## config.mk

```make
export PLATFORM = sky130hd
export DESIGN_NAME = msc_memory_space
export DESIGN_NICKNAME = d
export VERILOG_FILES = /design/src/msc_pkg.sv /design/src/msc_axil_slave.sv /design/src/msc_sector_decode.sv /design/src/msc_memory_space.sv
export SDC_FILE = /design/constraint.sdc
export NUM_CORES = 1
export LEC_CHECK = 0
export BUFFER_PORTS_ARGS = -buffer_cell sky130_fd_sc_hd__buf_2
export CAP_MARGIN = 20
export CORE_MARGIN = 1
export CORE_UTILIZATION = 58
export DETAILED_ROUTE_END_ITERATION = 16
export PLACE_DENSITY = 0.84
export SLEW_MARGIN = 20
export SYNTH_ARGS = -nofsm -noshare
export SYNTH_HDL_FRONTEND = slang
export SYNTH_HIERARCHICAL = 1
export SYNTH_SLANG_ARGS = --single-unit
```

## constraint.sdc

```tcl
create_clock -name I_CORE_CLK -period 3.7 [get_ports I_CORE_CLK]
set_clock_uncertainty 0.1 [all_clocks]
set_input_delay 0.74 -clock I_CORE_CLK [delete_from_list [all_inputs] [get_ports I_CORE_CLK]]
set_output_delay 0.74 -clock I_CORE_CLK [all_outputs]
set_load 0.01 [all_outputs]
```

## src/msc_pkg.sv

```systemverilog
package msc_pkg;

  // ***************************************************************
  // Bus and register map
  // ***************************************************************
  localparam int unsigned AXI_AW   = 8;
  localparam int unsigned AXI_DW   = 32;
  localparam int unsigned HOST_AW  = 24;

  localparam logic [7:0]  OFS_CFG  = 8'h00;
  localparam logic [7:0]  OFS_ID0  = 8'h04;
  localparam logic [7:0]  OFS_ID1  = 8'h08;
  localparam logic [7:0]  OFS_CTRL = 8'h0C;
  localparam logic [7:0]  OFS_MAP  = 8'h10;
  localparam logic [7:0]  OFS_STAT = 8'h14;

  localparam logic [1:0]  RESP_OKAY   = 2'h0;
  localparam logic [1:0]  RESP_SLVERR = 2'h2;

  // ***************************************************************
  // Memory-space configuration fields
  // ***************************************************************
  localparam int unsigned CFG_SRAM_FETCH = 0;
  localparam int unsigned CFG_SEC_FETCH  = 1;
  localparam int unsigned CFG_PRI_FETCH  = 2;
  localparam int unsigned CFG_SEC_READ   = 3;
  localparam int unsigned CFG_PRI_READ   = 4;
  localparam int unsigned CFG_PERIPH     = 7;
  localparam int unsigned CFG_IMG_LSB    = 1;
  localparam int unsigned CFG_IMG_MSB    = 4;
  localparam logic [7:0]  CFG_USED_MASK  = 8'h9F;
  localparam logic [7:0]  CFG_RST        = 8'h00;

  // ***************************************************************
  // Identification fields
  // ***************************************************************
  localparam int unsigned ID_LO_LSB       = 0;
  localparam int unsigned ID_HI_LSB       = 4;
  localparam logic [3:0]  PRI_SIZE_CODE   = 4'h6;
  localparam logic [3:0]  SRAM_SIZE_CODE  = 4'h5;
  localparam logic [3:0]  SEC_SIZE_CODE   = 4'h3;
  localparam logic [1:0]  SEC_TYPE_FLASH  = 2'h0;
  localparam logic [1:0]  SEC_TYPE_EEPROM = 2'h1;

  // ***************************************************************
  // Control, map and status fields
  // ***************************************************************
  localparam int unsigned CTRL_SPLIT   = 0;
  localparam logic [7:0]  CTRL_RST     = 8'h00;
  localparam int unsigned MAP_PRI_LSB  = 0;
  localparam int unsigned MAP_SEC_LSB  = 8;
  localparam int unsigned MAP_SRAM_LSB = 16;
  localparam logic [31:0] MAP_RST      = 32'h0022_1000;
  localparam int unsigned STAT_DENY    = 31;

  // ***************************************************************
  // Memory organisation
  // ***************************************************************
  localparam int unsigned PRI_SECTORS  = 16;
  localparam int unsigned SEC_SECTORS  = 4;
  localparam int unsigned PRI_BASE_LSB = 20;
  localparam int unsigned PRI_SECT_LSB = 16;
  localparam int unsigned SEC_BASE_LSB = 16;
  localparam int unsigned SRAM_BASE_LSB = 15;
  localparam logic [15:0] SEC_S1_OFS   = 16'h4000;
  localparam logic [15:0] SEC_S2_OFS   = 16'h6000;
  localparam logic [15:0] SEC_S3_OFS   = 16'h8000;

  typedef struct packed {
    logic [HOST_AW-1:0] addr;
    logic               fetch;
    logic               read;
    logic               write;
  } msc_host_t;

  typedef struct packed {
    logic pri_fetch;
    logic sec_fetch;
    logic sram_fetch;
    logic pri_read;
    logic sec_read;
  } msc_gate_t;

  typedef struct packed {
    logic [8:0] sram;
    logic [7:0] sec;
    logic [3:0] pri;
  } msc_map_t;

  typedef struct packed {
    logic [PRI_SECTORS-1:0] pri;
    logic [SEC_SECTORS-1:0] sec;
    logic                   sram;
  } msc_sel_t;

endpackage : msc_pkg

```

## src/msc_axil_slave.sv

```systemverilog
`timescale 1ns/100ps
module msc_axil_slave
  import msc_pkg::*;
(
  input  wire logic              i_clk,
  input  wire logic              i_arst_n,
  input  wire logic [AXI_AW-1:0] i_awaddr,
  input  wire logic              i_awvalid,
  output logic                   o_awready,
  input  wire logic [AXI_DW-1:0] i_wdata,
  input  wire logic [3:0]        i_wstrb,
  input  wire logic              i_wvalid,
  output logic                   o_wready,
  output logic [1:0]             o_bresp,
  output logic                   o_bvalid,
  input  wire logic              i_bready,
  input  wire logic [AXI_AW-1:0] i_araddr,
  input  wire logic              i_arvalid,
  output logic                   o_arready,
  output logic [AXI_DW-1:0]      o_rdata,
  output logic [1:0]             o_rresp,
  output logic                   o_rvalid,
  input  wire logic              i_rready,
  output logic                   o_wr_fire,
  output logic [AXI_AW-1:0]      o_wr_addr,
  output logic [AXI_DW-1:0]      o_wr_data,
  output logic [3:0]             o_wr_strb,
  input  wire logic              i_wr_err,
  output logic                   o_rd_fire,
  output logic [AXI_AW-1:0]      o_rd_addr,
  input  wire logic [AXI_DW-1:0] i_rd_data,
  input  wire logic              i_rd_err
);

  logic              aw_hold_q, aw_hold_d, w_hold_q, w_hold_d;
  logic [AXI_AW-1:0] awaddr_q, awaddr_d;
  logic [AXI_DW-1:0] wdata_q, wdata_d, rdata_q, rdata_d;
  logic [3:0]        wstrb_q, wstrb_d;
  logic              bvalid_q, bvalid_d, rvalid_q, rvalid_d;
  logic [1:0]        bresp_q, bresp_d, rresp_q, rresp_d;

  assign o_awready = !aw_hold_q && !bvalid_q;
  assign o_wready  = !w_hold_q && !bvalid_q;
  assign o_arready = !rvalid_q;
  assign o_wr_fire = aw_hold_q && w_hold_q;
  assign o_wr_addr = awaddr_q;
  assign o_wr_data = wdata_q;
  assign o_wr_strb = wstrb_q;
  assign o_rd_fire = i_arvalid && !rvalid_q;
  assign o_rd_addr = i_araddr;
  assign o_bvalid  = bvalid_q;
  assign o_bresp   = bresp_q;
  assign o_rvalid  = rvalid_q;
  assign o_rresp   = rresp_q;
  assign o_rdata   = rdata_q;

  always_comb begin
    aw_hold_d = aw_hold_q;
    w_hold_d  = w_hold_q;
    awaddr_d  = awaddr_q;
    wdata_d   = wdata_q;
    wstrb_d   = wstrb_q;
    bvalid_d  = bvalid_q;
    bresp_d   = bresp_q;
    rvalid_d  = rvalid_q;
    rresp_d   = rresp_q;
    rdata_d   = rdata_q;
    if (i_awvalid && o_awready) begin
      aw_hold_d = 1'b1;
      awaddr_d  = i_awaddr;
    end
    if (i_wvalid && o_wready) begin
      w_hold_d = 1'b1;
      wdata_d  = i_wdata;
      wstrb_d  = i_wstrb;
    end
    if (o_wr_fire) begin
      aw_hold_d = 1'b0;
      w_hold_d  = 1'b0;
      bvalid_d  = 1'b1;
      bresp_d   = i_wr_err ? RESP_SLVERR : RESP_OKAY;
    end else if (bvalid_q && i_bready) begin
      bvalid_d = 1'b0;
    end
    if (o_rd_fire) begin
      rvalid_d = 1'b1;
      rdata_d  = i_rd_data;
      rresp_d  = i_rd_err ? RESP_SLVERR : RESP_OKAY;
    end else if (rvalid_q && i_rready) begin
      rvalid_d = 1'b0;
    end
  end

  always_ff @(posedge i_clk or negedge i_arst_n) begin
    if (!i_arst_n) begin
      aw_hold_q <= 1'b0;
      w_hold_q  <= 1'b0;
      awaddr_q  <= '0;
      wdata_q   <= '0;
      wstrb_q   <= '0;
      bvalid_q  <= 1'b0;
      bresp_q   <= RESP_OKAY;
      rvalid_q  <= 1'b0;
      rresp_q   <= RESP_OKAY;
      rdata_q   <= '0;
    end else begin
      aw_hold_q <= aw_hold_d;
      w_hold_q  <= w_hold_d;
      awaddr_q  <= awaddr_d;
      wdata_q   <= wdata_d;
      wstrb_q   <= wstrb_d;
      bvalid_q  <= bvalid_d;
      bresp_q   <= bresp_d;
      rvalid_q  <= rvalid_d;
      rresp_q   <= rresp_d;
      rdata_q   <= rdata_d;
    end
  end

endmodule : msc_axil_slave

```

## src/msc_sector_decode.sv

```systemverilog
`timescale 1ns/100ps
module msc_sector_decode
  import msc_pkg::*;
(
  input  wire msc_host_t i_host,
  input  wire msc_gate_t i_gate,
  input  wire msc_map_t  i_map,
  output msc_sel_t       o_sel,
  output logic           o_deny
);

  // Three product terms: gated fetch, gated read, write
  function automatic logic sel_terms(input logic hit, input logic fetch_ok,
                                     input logic read_ok, input msc_host_t h);
    sel_terms = hit && ((h.fetch && fetch_ok) || (h.read && read_ok) || h.write);
  endfunction : sel_terms

  function automatic logic [1:0] sec_index(input logic [15:0] ofs);
    if (ofs < SEC_S1_OFS) begin
      sec_index = 2'h0;
    end else if (ofs < SEC_S2_OFS) begin
      sec_index = 2'h1;
    end else if (ofs < SEC_S3_OFS) begin
      sec_index = 2'h2;
    end else begin
      sec_index = 2'h3;
    end
  endfunction : sec_index

  logic       pri_hit, sec_hit, sram_hit;
  logic [1:0] sec_idx;

  assign pri_hit  = i_host.addr[HOST_AW-1:PRI_BASE_LSB] == i_map.pri;
  assign sec_hit  = i_host.addr[HOST_AW-1:SEC_BASE_LSB] == i_map.sec;
  assign sram_hit = i_host.addr[HOST_AW-1:SRAM_BASE_LSB] == i_map.sram;
  assign sec_idx  = sec_index(i_host.addr[15:0]);

  // ***************************************************************
  // Select equations
  // ***************************************************************
  for (genvar s = 0; s < PRI_SECTORS; s++) begin : g_pri
    assign o_sel.pri[s] = sel_terms(pri_hit && (i_host.addr[PRI_BASE_LSB-1:PRI_SECT_LSB]
                          == 4'(s)), i_gate.pri_fetch, i_gate.pri_read, i_host); // [RQ15] [RQ6] [RQ8]
  end
  for (genvar s = 0; s < SEC_SECTORS; s++) begin : g_sec
    assign o_sel.sec[s] = sel_terms(sec_hit && (sec_idx == 2'(s)),
                          i_gate.sec_fetch, i_gate.sec_read, i_host); // [RQ15] [RQ5] [RQ7]
  end
  assign o_sel.sram = sel_terms(sram_hit, i_gate.sram_fetch, 1'b1, i_host); // [RQ17] [RQ4]

  assign o_deny = (i_host.fetch && ((pri_hit && !i_gate.pri_fetch)
                  || (sec_hit && !i_gate.sec_fetch) || (sram_hit && !i_gate.sram_fetch)))
               || (i_host.read && ((pri_hit && !i_gate.pri_read)
                  || (sec_hit && !i_gate.sec_read)));

endmodule : msc_sector_decode

```

## src/msc_memory_space.sv

```systemverilog
// How it works
// [RQ1] Reset clears the SRAM fetch bit and the port peripheral mode bit.
// [RQ2] Bits one to four load from the user configuration image after reset.
// [RQ3] Gating bits act only in split code/data mode, otherwise ignored.
// [RQ4] SRAM fetch bit lets program fetches reach SRAM.
// [RQ5] Secondary fetch bit lets program fetches reach secondary memory.
// [RQ6] Primary fetch bit lets program fetches reach primary flash.
// [RQ7] Secondary read bit lets data reads reach secondary memory.
// [RQ8] Primary read bit lets data reads reach primary flash.
// [RQ9] Top configuration bit enables the port peripheral mode.
// [RQ10] First ID low nibble gives primary flash size code.
// [RQ11] First ID high nibble gives SRAM size code.
// [RQ12] Second ID low nibble gives secondary memory size code.
// [RQ13] Two-bit type above it: flash reads 0, EEPROM reads 1.
// [RQ14] Sector and block selects come from user-defined decode equations.
// [RQ15] Sixteen primary and four secondary selects, three product terms each.
// [RQ16] All primary and secondary sector selects are active high.
// [RQ17] SRAM has one single block select, no sectors.
// [RQ18] Map: 16x64K primary, 16K/8K/8K/32K secondary, 32K SRAM.
// [RQ19] Unused register bits read zero; writes to them are dropped.
//
// Implementation choices: register access over AXI4-Lite and the placing of the registers.
`timescale 1ns/100ps
module msc_memory_space
  import msc_pkg::*;
#(
  parameter logic [1:0] SEC_TYPE = SEC_TYPE_FLASH
)
(
  input  wire logic                   I_CORE_CLK,
  input  wire logic                   I_ARST_N,
  input  wire logic [AXI_AW-1:0]      I_AWADDR,
  input  wire logic                   I_AWVALID,
  output logic                        O_AWREADY,
  input  wire logic [AXI_DW-1:0]      I_WDATA,
  input  wire logic [3:0]             I_WSTRB,
  input  wire logic                   I_WVALID,
  output logic                        O_WREADY,
  output logic [1:0]                  O_BRESP,
  output logic                        O_BVALID,
  input  wire logic                   I_BREADY,
  input  wire logic [AXI_AW-1:0]      I_ARADDR,
  input  wire logic                   I_ARVALID,
  output logic                        O_ARREADY,
  output logic [AXI_DW-1:0]           O_RDATA,
  output logic [1:0]                  O_RRESP,
  output logic                        O_RVALID,
  input  wire logic                   I_RREADY,
  input  wire logic [CFG_IMG_MSB:CFG_IMG_LSB] I_CFG_IMAGE,
  input  wire logic [HOST_AW-1:0]     I_HOST_ADDR,
  input  wire logic                   I_PROGRAM_FETCH_STROBE_N,
  input  wire logic                   I_READ_STROBE_N,
  input  wire logic                   I_WRITE_STROBE_N,
  output logic [PRI_SECTORS-1:0]      O_PRIMARY_SECTOR_SELECTS,
  output logic [SEC_SECTORS-1:0]      O_SECONDARY_SECTOR_SELECTS,
  output logic                        O_SRAM_BLOCK_SELECT,
  output logic                        O_PORT_PERIPH_MODE
);

  // ***************************************************************
  // Helpers
  // ***************************************************************
  function automatic logic [31:0] merge_bytes(input logic [31:0] old_v,
                                              input logic [31:0] new_v,
                                              input logic [3:0]  strb);
    merge_bytes = old_v;
    for (int b = 0; b < 4; b++) begin
      if (strb[b]) begin
        merge_bytes[8*b +: 8] = new_v[8*b +: 8];
      end
    end
  endfunction : merge_bytes

  function automatic logic is_reg(input logic [AXI_AW-1:0] a, input logic [7:0] ofs);
    is_reg = {a[AXI_AW-1:2], 2'h0} == ofs;
  endfunction : is_reg

  function automatic logic is_mapped(input logic [AXI_AW-1:0] a);
    is_mapped = is_reg(a, OFS_CFG) || is_reg(a, OFS_ID0) || is_reg(a, OFS_ID1)
             || is_reg(a, OFS_CTRL) || is_reg(a, OFS_MAP) || is_reg(a, OFS_STAT);
  endfunction : is_mapped

  // ***************************************************************
  // Bus slave
  // ***************************************************************
  logic              wr_fire, rd_fire, wr_err, rd_err;
  logic [AXI_AW-1:0] wr_addr, rd_addr;
  logic [AXI_DW-1:0] wr_data, rd_data;
  logic [3:0]        wr_strb;

  msc_axil_slave u_slave (
    .i_clk     (I_CORE_CLK),
    .i_arst_n  (I_ARST_N),
    .i_awaddr  (I_AWADDR),
    .i_awvalid (I_AWVALID),
    .o_awready (O_AWREADY),
    .i_wdata   (I_WDATA),
    .i_wstrb   (I_WSTRB),
    .i_wvalid  (I_WVALID),
    .o_wready  (O_WREADY),
    .o_bresp   (O_BRESP),
    .o_bvalid  (O_BVALID),
    .i_bready  (I_BREADY),
    .i_araddr  (I_ARADDR),
    .i_arvalid (I_ARVALID),
    .o_arready (O_ARREADY),
    .o_rdata   (O_RDATA),
    .o_rresp   (O_RRESP),
    .o_rvalid  (O_RVALID),
    .i_rready  (I_RREADY),
    .o_wr_fire (wr_fire),
    .o_wr_addr (wr_addr),
    .o_wr_data (wr_data),
    .o_wr_strb (wr_strb),
    .i_wr_err  (wr_err),
    .o_rd_fire (rd_fire),
    .o_rd_addr (rd_addr),
    .i_rd_data (rd_data),
    .i_rd_err  (rd_err)
  );

  assign wr_err = !is_mapped(wr_addr);
  assign rd_err = !is_mapped(rd_addr);

  // ***************************************************************
  // Register state
  // ***************************************************************
  logic [7:0]  cfg_q, cfg_d;
  logic [7:0]  ctrl_q, ctrl_d;
  logic [31:0] map_q, map_d;
  logic        load_pend_q, load_pend_d;
  logic        deny_q, deny_d;
  logic        deny;
  msc_sel_t    sel_q, sel_d;
  logic [31:0] wr_word;

  localparam logic [31:0] MAP_RST_MASK = 32'h01FF_FF0F;

  always_comb begin
    cfg_d       = cfg_q;
    ctrl_d      = ctrl_q;
    map_d       = map_q;
    load_pend_d = 1'b0;
    deny_d      = deny_q;
    wr_word     = '0;
    if (load_pend_q) begin
      cfg_d[CFG_IMG_MSB:CFG_IMG_LSB] = I_CFG_IMAGE; // [RQ2]
    end
    if (wr_fire) begin
      if (is_reg(wr_addr, OFS_CFG)) begin
        wr_word = merge_bytes({24'h0, cfg_q}, wr_data, wr_strb);
        cfg_d   = wr_word[7:0] & CFG_USED_MASK; // [RQ19]
      end
      if (is_reg(wr_addr, OFS_CTRL)) begin
        wr_word = merge_bytes({24'h0, ctrl_q}, wr_data, wr_strb);
        ctrl_d  = wr_word[7:0] & (8'h01 << CTRL_SPLIT); // [RQ19]
      end
      if (is_reg(wr_addr, OFS_MAP)) begin
        map_d = merge_bytes(map_q, wr_data, wr_strb) & MAP_RST_MASK; // [RQ14] [RQ19]
      end
      if (is_reg(wr_addr, OFS_STAT) && wr_strb[3] && wr_data[STAT_DENY]) begin
        deny_d = 1'b0;
      end
    end
    if (deny) begin
      deny_d = 1'b1;
    end
  end


  always_ff @(posedge I_CORE_CLK or negedge I_ARST_N) begin
    if (!I_ARST_N) begin
      cfg_q       <= CFG_RST; // [RQ1]
      ctrl_q      <= CTRL_RST;
      map_q       <= MAP_RST;
      load_pend_q <= 1'b1;
      deny_q      <= 1'b0;
    end else begin
      cfg_q       <= cfg_d;
      ctrl_q      <= ctrl_d;
      map_q       <= map_d;
      load_pend_q <= load_pend_d;
      deny_q      <= deny_d;
    end
  end

  // ***************************************************************
  // Read data
  // ***************************************************************
  logic [7:0] id0, id1;

  assign id0 = {SRAM_SIZE_CODE, PRI_SIZE_CODE}; // [RQ10] [RQ11]
  assign id1 = {2'h0, SEC_TYPE, SEC_SIZE_CODE}; // [RQ12] [RQ13] [RQ19]

  always_comb begin
    rd_data = '0;
    if (is_reg(rd_addr, OFS_CFG)) begin
      rd_data[7:0] = cfg_q;
    end
    if (is_reg(rd_addr, OFS_ID0)) begin
      rd_data[7:0] = id0;
    end
    if (is_reg(rd_addr, OFS_ID1)) begin
      rd_data[7:0] = id1;
    end
    if (is_reg(rd_addr, OFS_CTRL)) begin
      rd_data[7:0] = ctrl_q;
    end
    if (is_reg(rd_addr, OFS_MAP)) begin
      rd_data = map_q;
    end
    if (is_reg(rd_addr, OFS_STAT)) begin
      rd_data = {deny_q, 10'h0, sel_q};
    end
  end

  // ***************************************************************
  // Access gating and select decode
  // ***************************************************************
  msc_host_t host;
  msc_gate_t gate;
  msc_map_t  map_f;
  msc_sel_t  sel_c;
  logic      split;

  assign host.addr  = I_HOST_ADDR;
  assign host.fetch = !I_PROGRAM_FETCH_STROBE_N;
  assign host.read  = !I_READ_STROBE_N;
  assign host.write = !I_WRITE_STROBE_N;

  assign split = ctrl_q[CTRL_SPLIT];

  // Outside split mode every fetch and read is allowed
  assign gate.sram_fetch = !split || cfg_q[CFG_SRAM_FETCH]; // [RQ3] [RQ4]
  assign gate.sec_fetch  = !split || cfg_q[CFG_SEC_FETCH];  // [RQ3] [RQ5]
  assign gate.pri_fetch  = !split || cfg_q[CFG_PRI_FETCH];  // [RQ3] [RQ6]
  assign gate.sec_read   = !split || cfg_q[CFG_SEC_READ];   // [RQ3] [RQ7]
  assign gate.pri_read   = !split || cfg_q[CFG_PRI_READ];   // [RQ3] [RQ8]

  assign map_f.pri  = map_q[MAP_PRI_LSB +: 4];
  assign map_f.sec  = map_q[MAP_SEC_LSB +: 8];
  assign map_f.sram = map_q[MAP_SRAM_LSB +: 9];

  msc_sector_decode u_decode (
    .i_host (host),
    .i_gate (gate),
    .i_map  (map_f),
    .o_sel  (sel_c),
    .o_deny (deny)
  ); // [RQ14] [RQ18]

  assign sel_d = sel_c;

  always_ff @(posedge I_CORE_CLK or negedge I_ARST_N) begin
    if (!I_ARST_N) begin
      sel_q <= '0;
    end else begin
      sel_q <= sel_d;
    end
  end

  assign O_PRIMARY_SECTOR_SELECTS   = sel_q.pri;  // [RQ16]
  assign O_SECONDARY_SECTOR_SELECTS = sel_q.sec;  // [RQ16]
  assign O_SRAM_BLOCK_SELECT        = sel_q.sram; // [RQ17]
  assign O_PORT_PERIPH_MODE         = cfg_q[CFG_PERIPH]; // [RQ9]

endmodule : msc_memory_space

```

-- After elaboration in Yosys (flattened, before gate mapping)
Cells that the tools add are included.
- order comparisons: 3
- equality and inequality tests: 32
- mux-type cells: 26
- reductions and logical operators: 118
- operator list (operator ; number):
    1-bit logical AND ; 63
    4-bit equality test (second input constant) ; 8
    16-bit by 15-bit < comparator with 1-bit output (second input constant) ; 2
    32-bit two-way mux ; 1
    8-bit two-way mux ; 4
    1-bit logical OR ; 25
    25-bit two-way mux ; 1
    6-bit by 2-bit equality test with 1-bit output (second input constant) ; 4
    6-bit by 3-bit equality test with 1-bit output (second input constant) ; 4
    3-bit AND reduction ; 6
    4-bit by 3-bit equality test with 1-bit output (second input constant) ; 4
    16-bit < comparator (second input constant) ; 1
    5-bit two-way mux ; 3
    1-bit logical NOT ; 13
    6-bit by 1-bit equality test with 1-bit output (second input constant) ; 2
    6-bit logical NOT ; 2
    1-bit two-way mux ; 12
    2-bit nonzero test ; 6
    9-bit equality test ; 1
    4-bit by 2-bit equality test with 1-bit output (second input constant) ; 2
    8-bit equality test ; 1
    2-bit two-way mux ; 4
    2-bit equality test (second input constant) ; 2
    4-bit by 1-bit equality test with 1-bit output (second input constant) ; 1
    other kinds (7) ; 7
- bits in registers: 135
- input bits: 90

-- Logic depth before layout (Yosys ltp)
Gate-level depths: netlist (run 1).
- depth after elaboration: 10
- mapped depth: 7
- gate-level depth less buffers: 6

-- Cells and area by module
Netlist (run 1), hierarchy kept.
- by module, submodules not included (module ; times used ; cells an instance ; area each (µm²) ; sequential area each (µm²)):
    msc_axil_slave ; 1 ; 193 ; 3308.2 ; 2052.0
    msc_memory_space ; 1 ; 193 ; 2312.2 ; 1281.2
    msc_sector_decode ; 1 ; 74 ; 551.8 ; 0.0

-- Least setup slack after synthesis (run 1)
Ideal clock, no wire load.
- kind: input to register
- from: input port I_ARADDR[3]
- to: register u_slave.rdata_q[1], in the netlist u_slave/o_rdata[1]
- arrival time: 2.048 ns
- required time: 3.475 ns
- slack: 1.427 ns
- cell stages on the path: 6
- buffers on the path: 2
- cell sequence: buf_4 or4_1 clkbuf_1 nor2_1 a32oi_1 mux2_2
- word-level cells in the longest chain between the ends: 7
- RTL lines (what ; RTL line ; text):
    from (decl) ; msc_memory_space.sv:42 ; input wire logic [AXI_AW-1:0] I_ARADDR,
    6-bit logical NOT ; msc_memory_space.sv:75 ; is_reg = {a[AXI_AW-1:2], 2'h0} == ofs;
    8-bit two-way mux ; msc_memory_space.sv:197 ; if (is_reg(rd_addr, OFS_CFG)) begin
    8-bit two-way mux ; msc_memory_space.sv:200 ; if (is_reg(rd_addr, OFS_ID0)) begin
    8-bit two-way mux ; msc_memory_space.sv:203 ; if (is_reg(rd_addr, OFS_ID1)) begin
    8-bit two-way mux ; msc_memory_space.sv:206 ; if (is_reg(rd_addr, OFS_CTRL)) begin
    25-bit two-way mux ; msc_memory_space.sv:209 ; if (is_reg(rd_addr, OFS_MAP)) begin
    32-bit two-way mux (*) ; msc_memory_space.sv:212 ; if (is_reg(rd_addr, OFS_STAT)) begin
    net rd_data[1] ; msc_memory_space.sv:88 ; logic [AXI_DW-1:0] wr_data, rd_data;
    to (signal assigned) ; msc_axil_slave.sv:116 ; rdata_q <= rdata_d;
    to (decl) ; msc_axil_slave.sv:37 ; logic [AXI_DW-1:0] wdata_q, wdata_d, rdata_q, rdata_d;
Mark *: on every way through the listed nets, which the timed path passes. The rest lies on a longest branch.
A chain may end at the register's enable or synchronous reset.

-- Worst setup path in the final report (run 1)
- from: register u_slave.aw_hold_q
- to: register map_q[22]
- word-level cells in the longest chain between the ends: 2
- RTL lines (what ; RTL line ; text):
    from (decl) ; msc_axil_slave.sv:35 ; logic aw_hold_q, aw_hold_d, w_hold_q, w_hold_d;
    from (signal assigned) ; msc_axil_slave.sv:107 ; aw_hold_q <= aw_hold_d;
    1-bit logical AND ; msc_axil_slave.sv:45 ; assign o_wr_fire = aw_hold_q && w_hold_q;
    net wr_fire ; msc_memory_space.sv:86 ; logic wr_fire, rd_fire, wr_err, rd_err;
    3-bit AND reduction (no line) ; -- ;
    to (signal assigned) ; msc_memory_space.sv:181 ; map_q <= map_d;
    to (decl) ; msc_memory_space.sv:130 ; logic [31:0] map_q, map_d;
The timed path passes the listed nets, and every way through them passes these cells.

==> results of run 1 <==
[critical path, cell delays in order (launching register included)]
cell	delay, ns
dfrtp_1	0.45
nand2_1	0.13
inv_1	0.08
nor4b_4	0.71
nand4_2	0.43
mux2_2	0.40
[layout make-up]
class	instances	share of cell area
sequential	123	0.436
multi-input combinational	279	0.346
timing repair buffer	128	0.0937
clock buffer	18	0.0605
clock inverter	14	0.0310
tap	133	0.0235
inverter	16	0.00849
antenna	2	0.000707
[cells in the final DEF (no fill, tap or decap), drive strengths merged, types with 2 or more instances in the layout]
| cell | instances |
|---|---|
| dfrtp | 119 |
| clkinvlp | 2 |
| mux2 | 93 |
| diode | 2 |
| buf | 128 |
| o21bai | 2 |
| inv | 17 |
| and3 | 5 |
| clkinv | 6 |
| nand2 | 12 |
| nor3b | 6 |
| a21o | 2 |
| xor2 | 21 |
| nor2b | 2 |
| nor4b | 2 |
| mux2i | 15 |
| nor3 | 7 |
| nor2 | 39 |
| o21ai | 5 |
| a32oi | 2 |
| a31oi | 4 |
| nand4b | 4 |
| nand4 | 7 |
| conb | 9 |
| a21oi | 3 |
| clkbuf | 18 |
| nand3 | 6 |
| dfstp | 4 |
| a311o | 3 |
| nand2b | 7 |
| bufinv | 5 |
| nor4 | 6 |
[sequential cells by signal, indices dropped and copies added (netlist names), 4 cells and up]
name	count
map_q	21
O_SECONDARY_SECTOR_SELECTS	4
u_slave/o_wr_strb	4
u_slave/o_wr_addr	6
cfg_q	6
u_slave/o_wr_data	24
O_PRIMARY_SECTOR_SELECTS	16
u_slave/o_rdata	32
[how the worst max path moves through the flow]
stage                            from                  end  slack (ns)  cells after the start
floorplan                 I_ARADDR[3]   u_slave/o_rdata[1]        1.43                      6
global placement          I_ARADDR[3]   u_slave/o_rdata[1]        1.29                      5
detailed placement        I_ARADDR[3]  u_slave/o_rdata[24]        1.15                      5
CTS                 u_slave/aw_hold_q            map_q[14]        1.30                      5
global route        u_slave/aw_hold_q            map_q[22]        1.11                      5
finish              u_slave/aw_hold_q            map_q[22]        1.29                      5
[metrics by stage]
stage	cell area (um^2)	cells
global placement	6420	679
CTS	7070	711
finish	7070	713
global route	7070	713
floorplan	5800	445
detailed placement	6420	679
[report_power, final]
part	leakage (nW)	internal (mW)	switching, mW
registers	1.59	1.68	0.342
clock network	0.311	1.18	0.625
logic	1.70	0.561	0.425
total	3.60	3.42	1.39
[metal layers]
layer	routed length, um	GRT usage	vias to the layer above
met1	5530	0.341	2053
li1	-	-	1787
met4	431	0.151	0
met5	0	0	-
met3	820	0.0732	40
met2	6960	0.456	176
==> qor.csv, run 1 <==
metric;value;unit
cts-root-buf;clkbuf_8;
drc_errors;0;
drt_iter0_drc;188;
dieWidth;102;um
nets;655;
final_hold_viol_count;0;
drive_gt1_frac;0.483;
cts.sinks;123;
start_kind;flip-flop;
clkLatencyLatePin;0.52;ns
cts_tree;yes;
area_delta_synth_final;22.5;%
finalSetupTns;0;ns
r2r-start;u_slave/aw_hold_q;
fin_crit_sh;0.653;
timing.rr.end;map_q[22];
cts_buffer_depth;2;
n_fill_cell;667;
clk_pin_slew;0.06;ns
ctsHoldBuffers;0;
wl_per_cell;19.3;um
p_per_area;681;nW/um^2
rrSetupSlack;1.29;ns
cts_resized;0;
yosys_warnings;6;
postCtsSetupRepairBufs;0;
viasPerCell;5.69;
fin_total_pwr;4.82;mW
rsz0062_at_grt;no;
place_hpwl;9.19;mm
synth_area_per_cell;13.2;um^2
relSlewSlack;0.422;
synthCells;438;
required;4.00;ns
fin_util;0.727;
end_kind;flip-flop;
grt_pass1_vias;4114;
drv_cap;0;
rows;36;
setup_viol;0;
grt_pass1_wl;20.9;mm
antenna_found_initial;2;
drt_wl_total;13.7;mm
leakagePower;3.60;nW
irDropWorstVdd;0.000506;V
grtUsageTotal;0.279;
dr.pass1.iters;5;
critical_path_arrival;2.72;ns
dp_slack;1.15;ns
tightest_slew;0.864;ns
reg2reg_depth;5;
grt_max_degree;67;
syn_area;5780;um^2
gp_congestion;0.858;
grt_overflow;0;
fin_crit;2.41;ns
layout_setup_ws;1.29;ns
numPortBuffers;125;
crit_type;reg -> reg;
hp-class;in -> async;
crit_fanout;17;
outcome;complete, no violations;
cts_buffers;17;
multi_input_area;2450;um^2
num_vias;4056;
start_util;0.594;
regArea;3080;um^2
fmax;414;MHz
die_h;102;um
slew_viol_final;0;
io_pins;153;
holdWs;0.168;ns
coreArea;9730;um^2
htree_levels;4;
floorplan.die_area;10400;um^2
antenna_left;0;
(Power assumes the default switching activity.)
==> run 2: changes to the inputs <==
--- a/config.mk
+++ b/config.mk
@@ -8,9 +8,9 @@
 export BUFFER_PORTS_ARGS = -buffer_cell sky130_fd_sc_hd__buf_2
 export CAP_MARGIN = 20
 export CORE_MARGIN = 1
-export CORE_UTILIZATION = 58
+export CORE_UTILIZATION = 49
 export DETAILED_ROUTE_END_ITERATION = 16
-export PLACE_DENSITY = 0.84
+export PLACE_DENSITY = 0.75
 export SLEW_MARGIN = 20
 export SYNTH_ARGS = -nofsm -noshare
 export SYNTH_HDL_FRONTEND = slang
==> constraint.sdc (replaced) <==
create_clock -name I_CORE_CLK -period 1.99 [get_ports I_CORE_CLK]
set_clock_uncertainty 0.1 [all_clocks]
set_input_delay 0.398 -clock I_CORE_CLK [delete_from_list [all_inputs] [get_ports I_CORE_CLK]]
set_output_delay 0.398 -clock I_CORE_CLK [all_outputs]
set_load 0.01 [all_outputs]
==> run 2 against run 1 <==
Against the previous run: flip-flop and latch count is the same; combinational power grew 94%; setup slack lost 1.2 ns; register-to-register slack lost 1.2 ns; highest routed layer unchanged; global-route usage shrank 5.1 points; clock power grew 76%; count of clock-buffer cells in the layout grew 6; via count shrank 2.7%; die area grew 18%; cell count grew 3.5%.
==> qor.csv, run 2 (synthesis gave the netlist of run 1 again) <==
metric;value;unit;change
io_pins;153;;unchanged
antenna_left;0;;unchanged
nets;670;;+2.3%
cts_buffers;17;;unchanged
n_fill_cell;868;;+30%
grt_pass1_vias;4154;;+0.97%
htree_levels;4;;unchanged
drt_wl_total;13.1;mm;-4.5%
grt_max_degree;47;;-30%
drive_gt1_frac;0.486;;+0.00297
crit_type;reg -> reg;;
cpMaxStageDelayCell;dfrtp_1;;
fin_total_pwr;8.85;mW;+84%
coreArea;11500;um^2;+18%
layout_commonest_cell;buf_2;;
grt_util_met1;0.285;;-0.0554
irDropWorstVdd;0.000803;V;+59%
outcome;complete, no violations;;
start_util;0.504;;-0.0900
cts_buffer_depth;2;;unchanged
whs_endpoint;u_slave/o_rvalid;;
path_buf_inv;2;;+1
cp_cell_sequence;nand2_1, inv_1, nor4b_4, buf_4, nand4_4, mux2_2;;
place_hpwl;9.44;mm;+2.6%
grtUsageTotal;0.229;;-0.0508
drc_errors;0;;unchanged
setup_viol;0;;unchanged
drv_cap;0;;unchanged
num_vias;3947;;-2.7%
dieWidth;111;um;+8.6%
end_kind;flip-flop;;
critical_path_arrival;2.10;ns;-0.62 ns
min_delay_path_depth;2;;
largest_reg_flops;32;;unchanged
r2r-start;u_slave/w_hold_q;;
fin_util;0.631;;-0.0962
grt_pass1_wl;21.4;mm;+2.2%
final_hold_viol_count;0;;unchanged
layout_common_cells;buf_2 (124), dfrtp_1 (119), mux2_2 (69);;
start_kind;flip-flop;;
wl_per_cell;17.8;um;-7.7%
area_delta_synth_final;25.3;%;
critPathTopFamily;simple AND/OR/NAND/NOR gates;;
cts-root-buf;clkbuf_16;;
gp_congestion;0.872;;+1.7%
finalSetupTns;0;ns;unchanged
clk_pin_slew;0.05;ns;about the same
grt.met3_usage;0.0823;;+0.00917
grt_overflow;0;;unchanged
leakagePower;3.67;nW;+1.8%
fmax;526;MHz;+27%
met2_usage;0.362;;-0.0935
clkLatencyLatePin;0.42;ns;-0.10 ns
place_inst;702;;+3.4%
placed_area;6580;um^2;+2.5%
floorplan.die_area;12200;um^2;+18%
relSlewSlack;0.672;;+0.250
dr.pass1.iters;5;;unchanged
min-delay-start;I_RREADY;;
fin_crit;1.90;ns;-0.515 ns
rows;39;;+8.3%
hp-class;in -> reg;;
numPortBuffers;125;;unchanged
required;2.19;ns;-1.81 ns
viasPerCell;5.35;;-6.0%
die_h;111;um;+8.6%
final_cells;738;;+3.5%
crit_fanout;17;;unchanged
drt_iter0_drc;225;;+20%
antenna_found_initial;2;;unchanged
tightest_slew;0.488;ns;-0.376 ns
cts.sinks;123;;unchanged
stdcell_area;7230;um^2;+2.3%
slew_viol_final;0;;unchanged
cts_tree;yes;;
rrSetupSlack;0.09;ns;-1.20 ns
timing.rr.end;map_q[16];;
cp_slowest_stage_delay;0.42;ns;-0.29 ns
reg2reg_depth;6;;+1
grt-busiest-layer;met2;;
p_per_area;1220;nW/um^2;+80%
fin_crit_sh;0.955;;+0.302
-- run 2: what timing repair did --
item,in CTS,in global routing
endpoints found under the hold margin,18,0
hold buffers,1,0
buffers inserted,0,1
pin swaps,0,1
setup endpoints to repair,2,20
gates resized for setup,0,2
-- run 2: power breakdown --
group,internal [mW],switching [mW]
Combinational,1.12,0.793
Clock,2.15,1.04
Sequential,3.12,0.616
Total,6.39,2.45
-- run 2: layout make-up --
class,count,area [um^2],share of cell area
Tap cell,143,179,0.0247
Sequential cell,123,3080,0.426
Timing Repair Buffer,143,828,0.114
Antenna cell,2,5.00,0.000692
Clock buffer,24,472,0.0652
Inverter,16,60.1,0.00830
Clock inverter,8,140,0.0194
Multi-Input combinational cell,279,2470,0.341
-- run 2: stage by stage --
| step | worst slack (ns) | hold slack, ns |
|---|---|---|
| global placement | 0.0830 | 0.205 |
| CTS | -0.00622 | 0.0327 |
| floorplan | 0.0594 | 0.00241 |
| global route | -0.0116 | 0.0388 |
| finish | 0.0904 | 0.0418 |
| detailed placement | 0.0167 | 0.211 |
-- run 2: routing by layer --
layer	share of wire	wire (um)
met3	0.069	905
met4	0.020	257
met5	0	0
met1	0.43	5620
met2	0.48	6350
-- run 2: worst max-delay path by stage --
stage / start / endpoint / depth (start not counted) / slack (ns)
after global placement: u_slave/w_hold_q / map_q[20] / 6 / 0.08
final: u_slave/w_hold_q / map_q[16] / 6 / 0.09
after CTS: u_slave/w_hold_q / map_q[14] / 6 / -0.006
after global routing: u_slave/w_hold_q / map_q[16] / 6 / -0.01
after detailed placement: u_slave/w_hold_q / map_q[18] / 6 / 0.02
after floorplan: I_ARADDR[3] / u_slave/o_rdata[1] / 6 / 0.06
-- run 2: worst register-to-register path: cells and delay by family, from the launching register on --
kind,cells,cell delay (ns)
mux,1,0.36
flops,1,0.42
buf+inv,2,0.35
simple gates,3,0.55
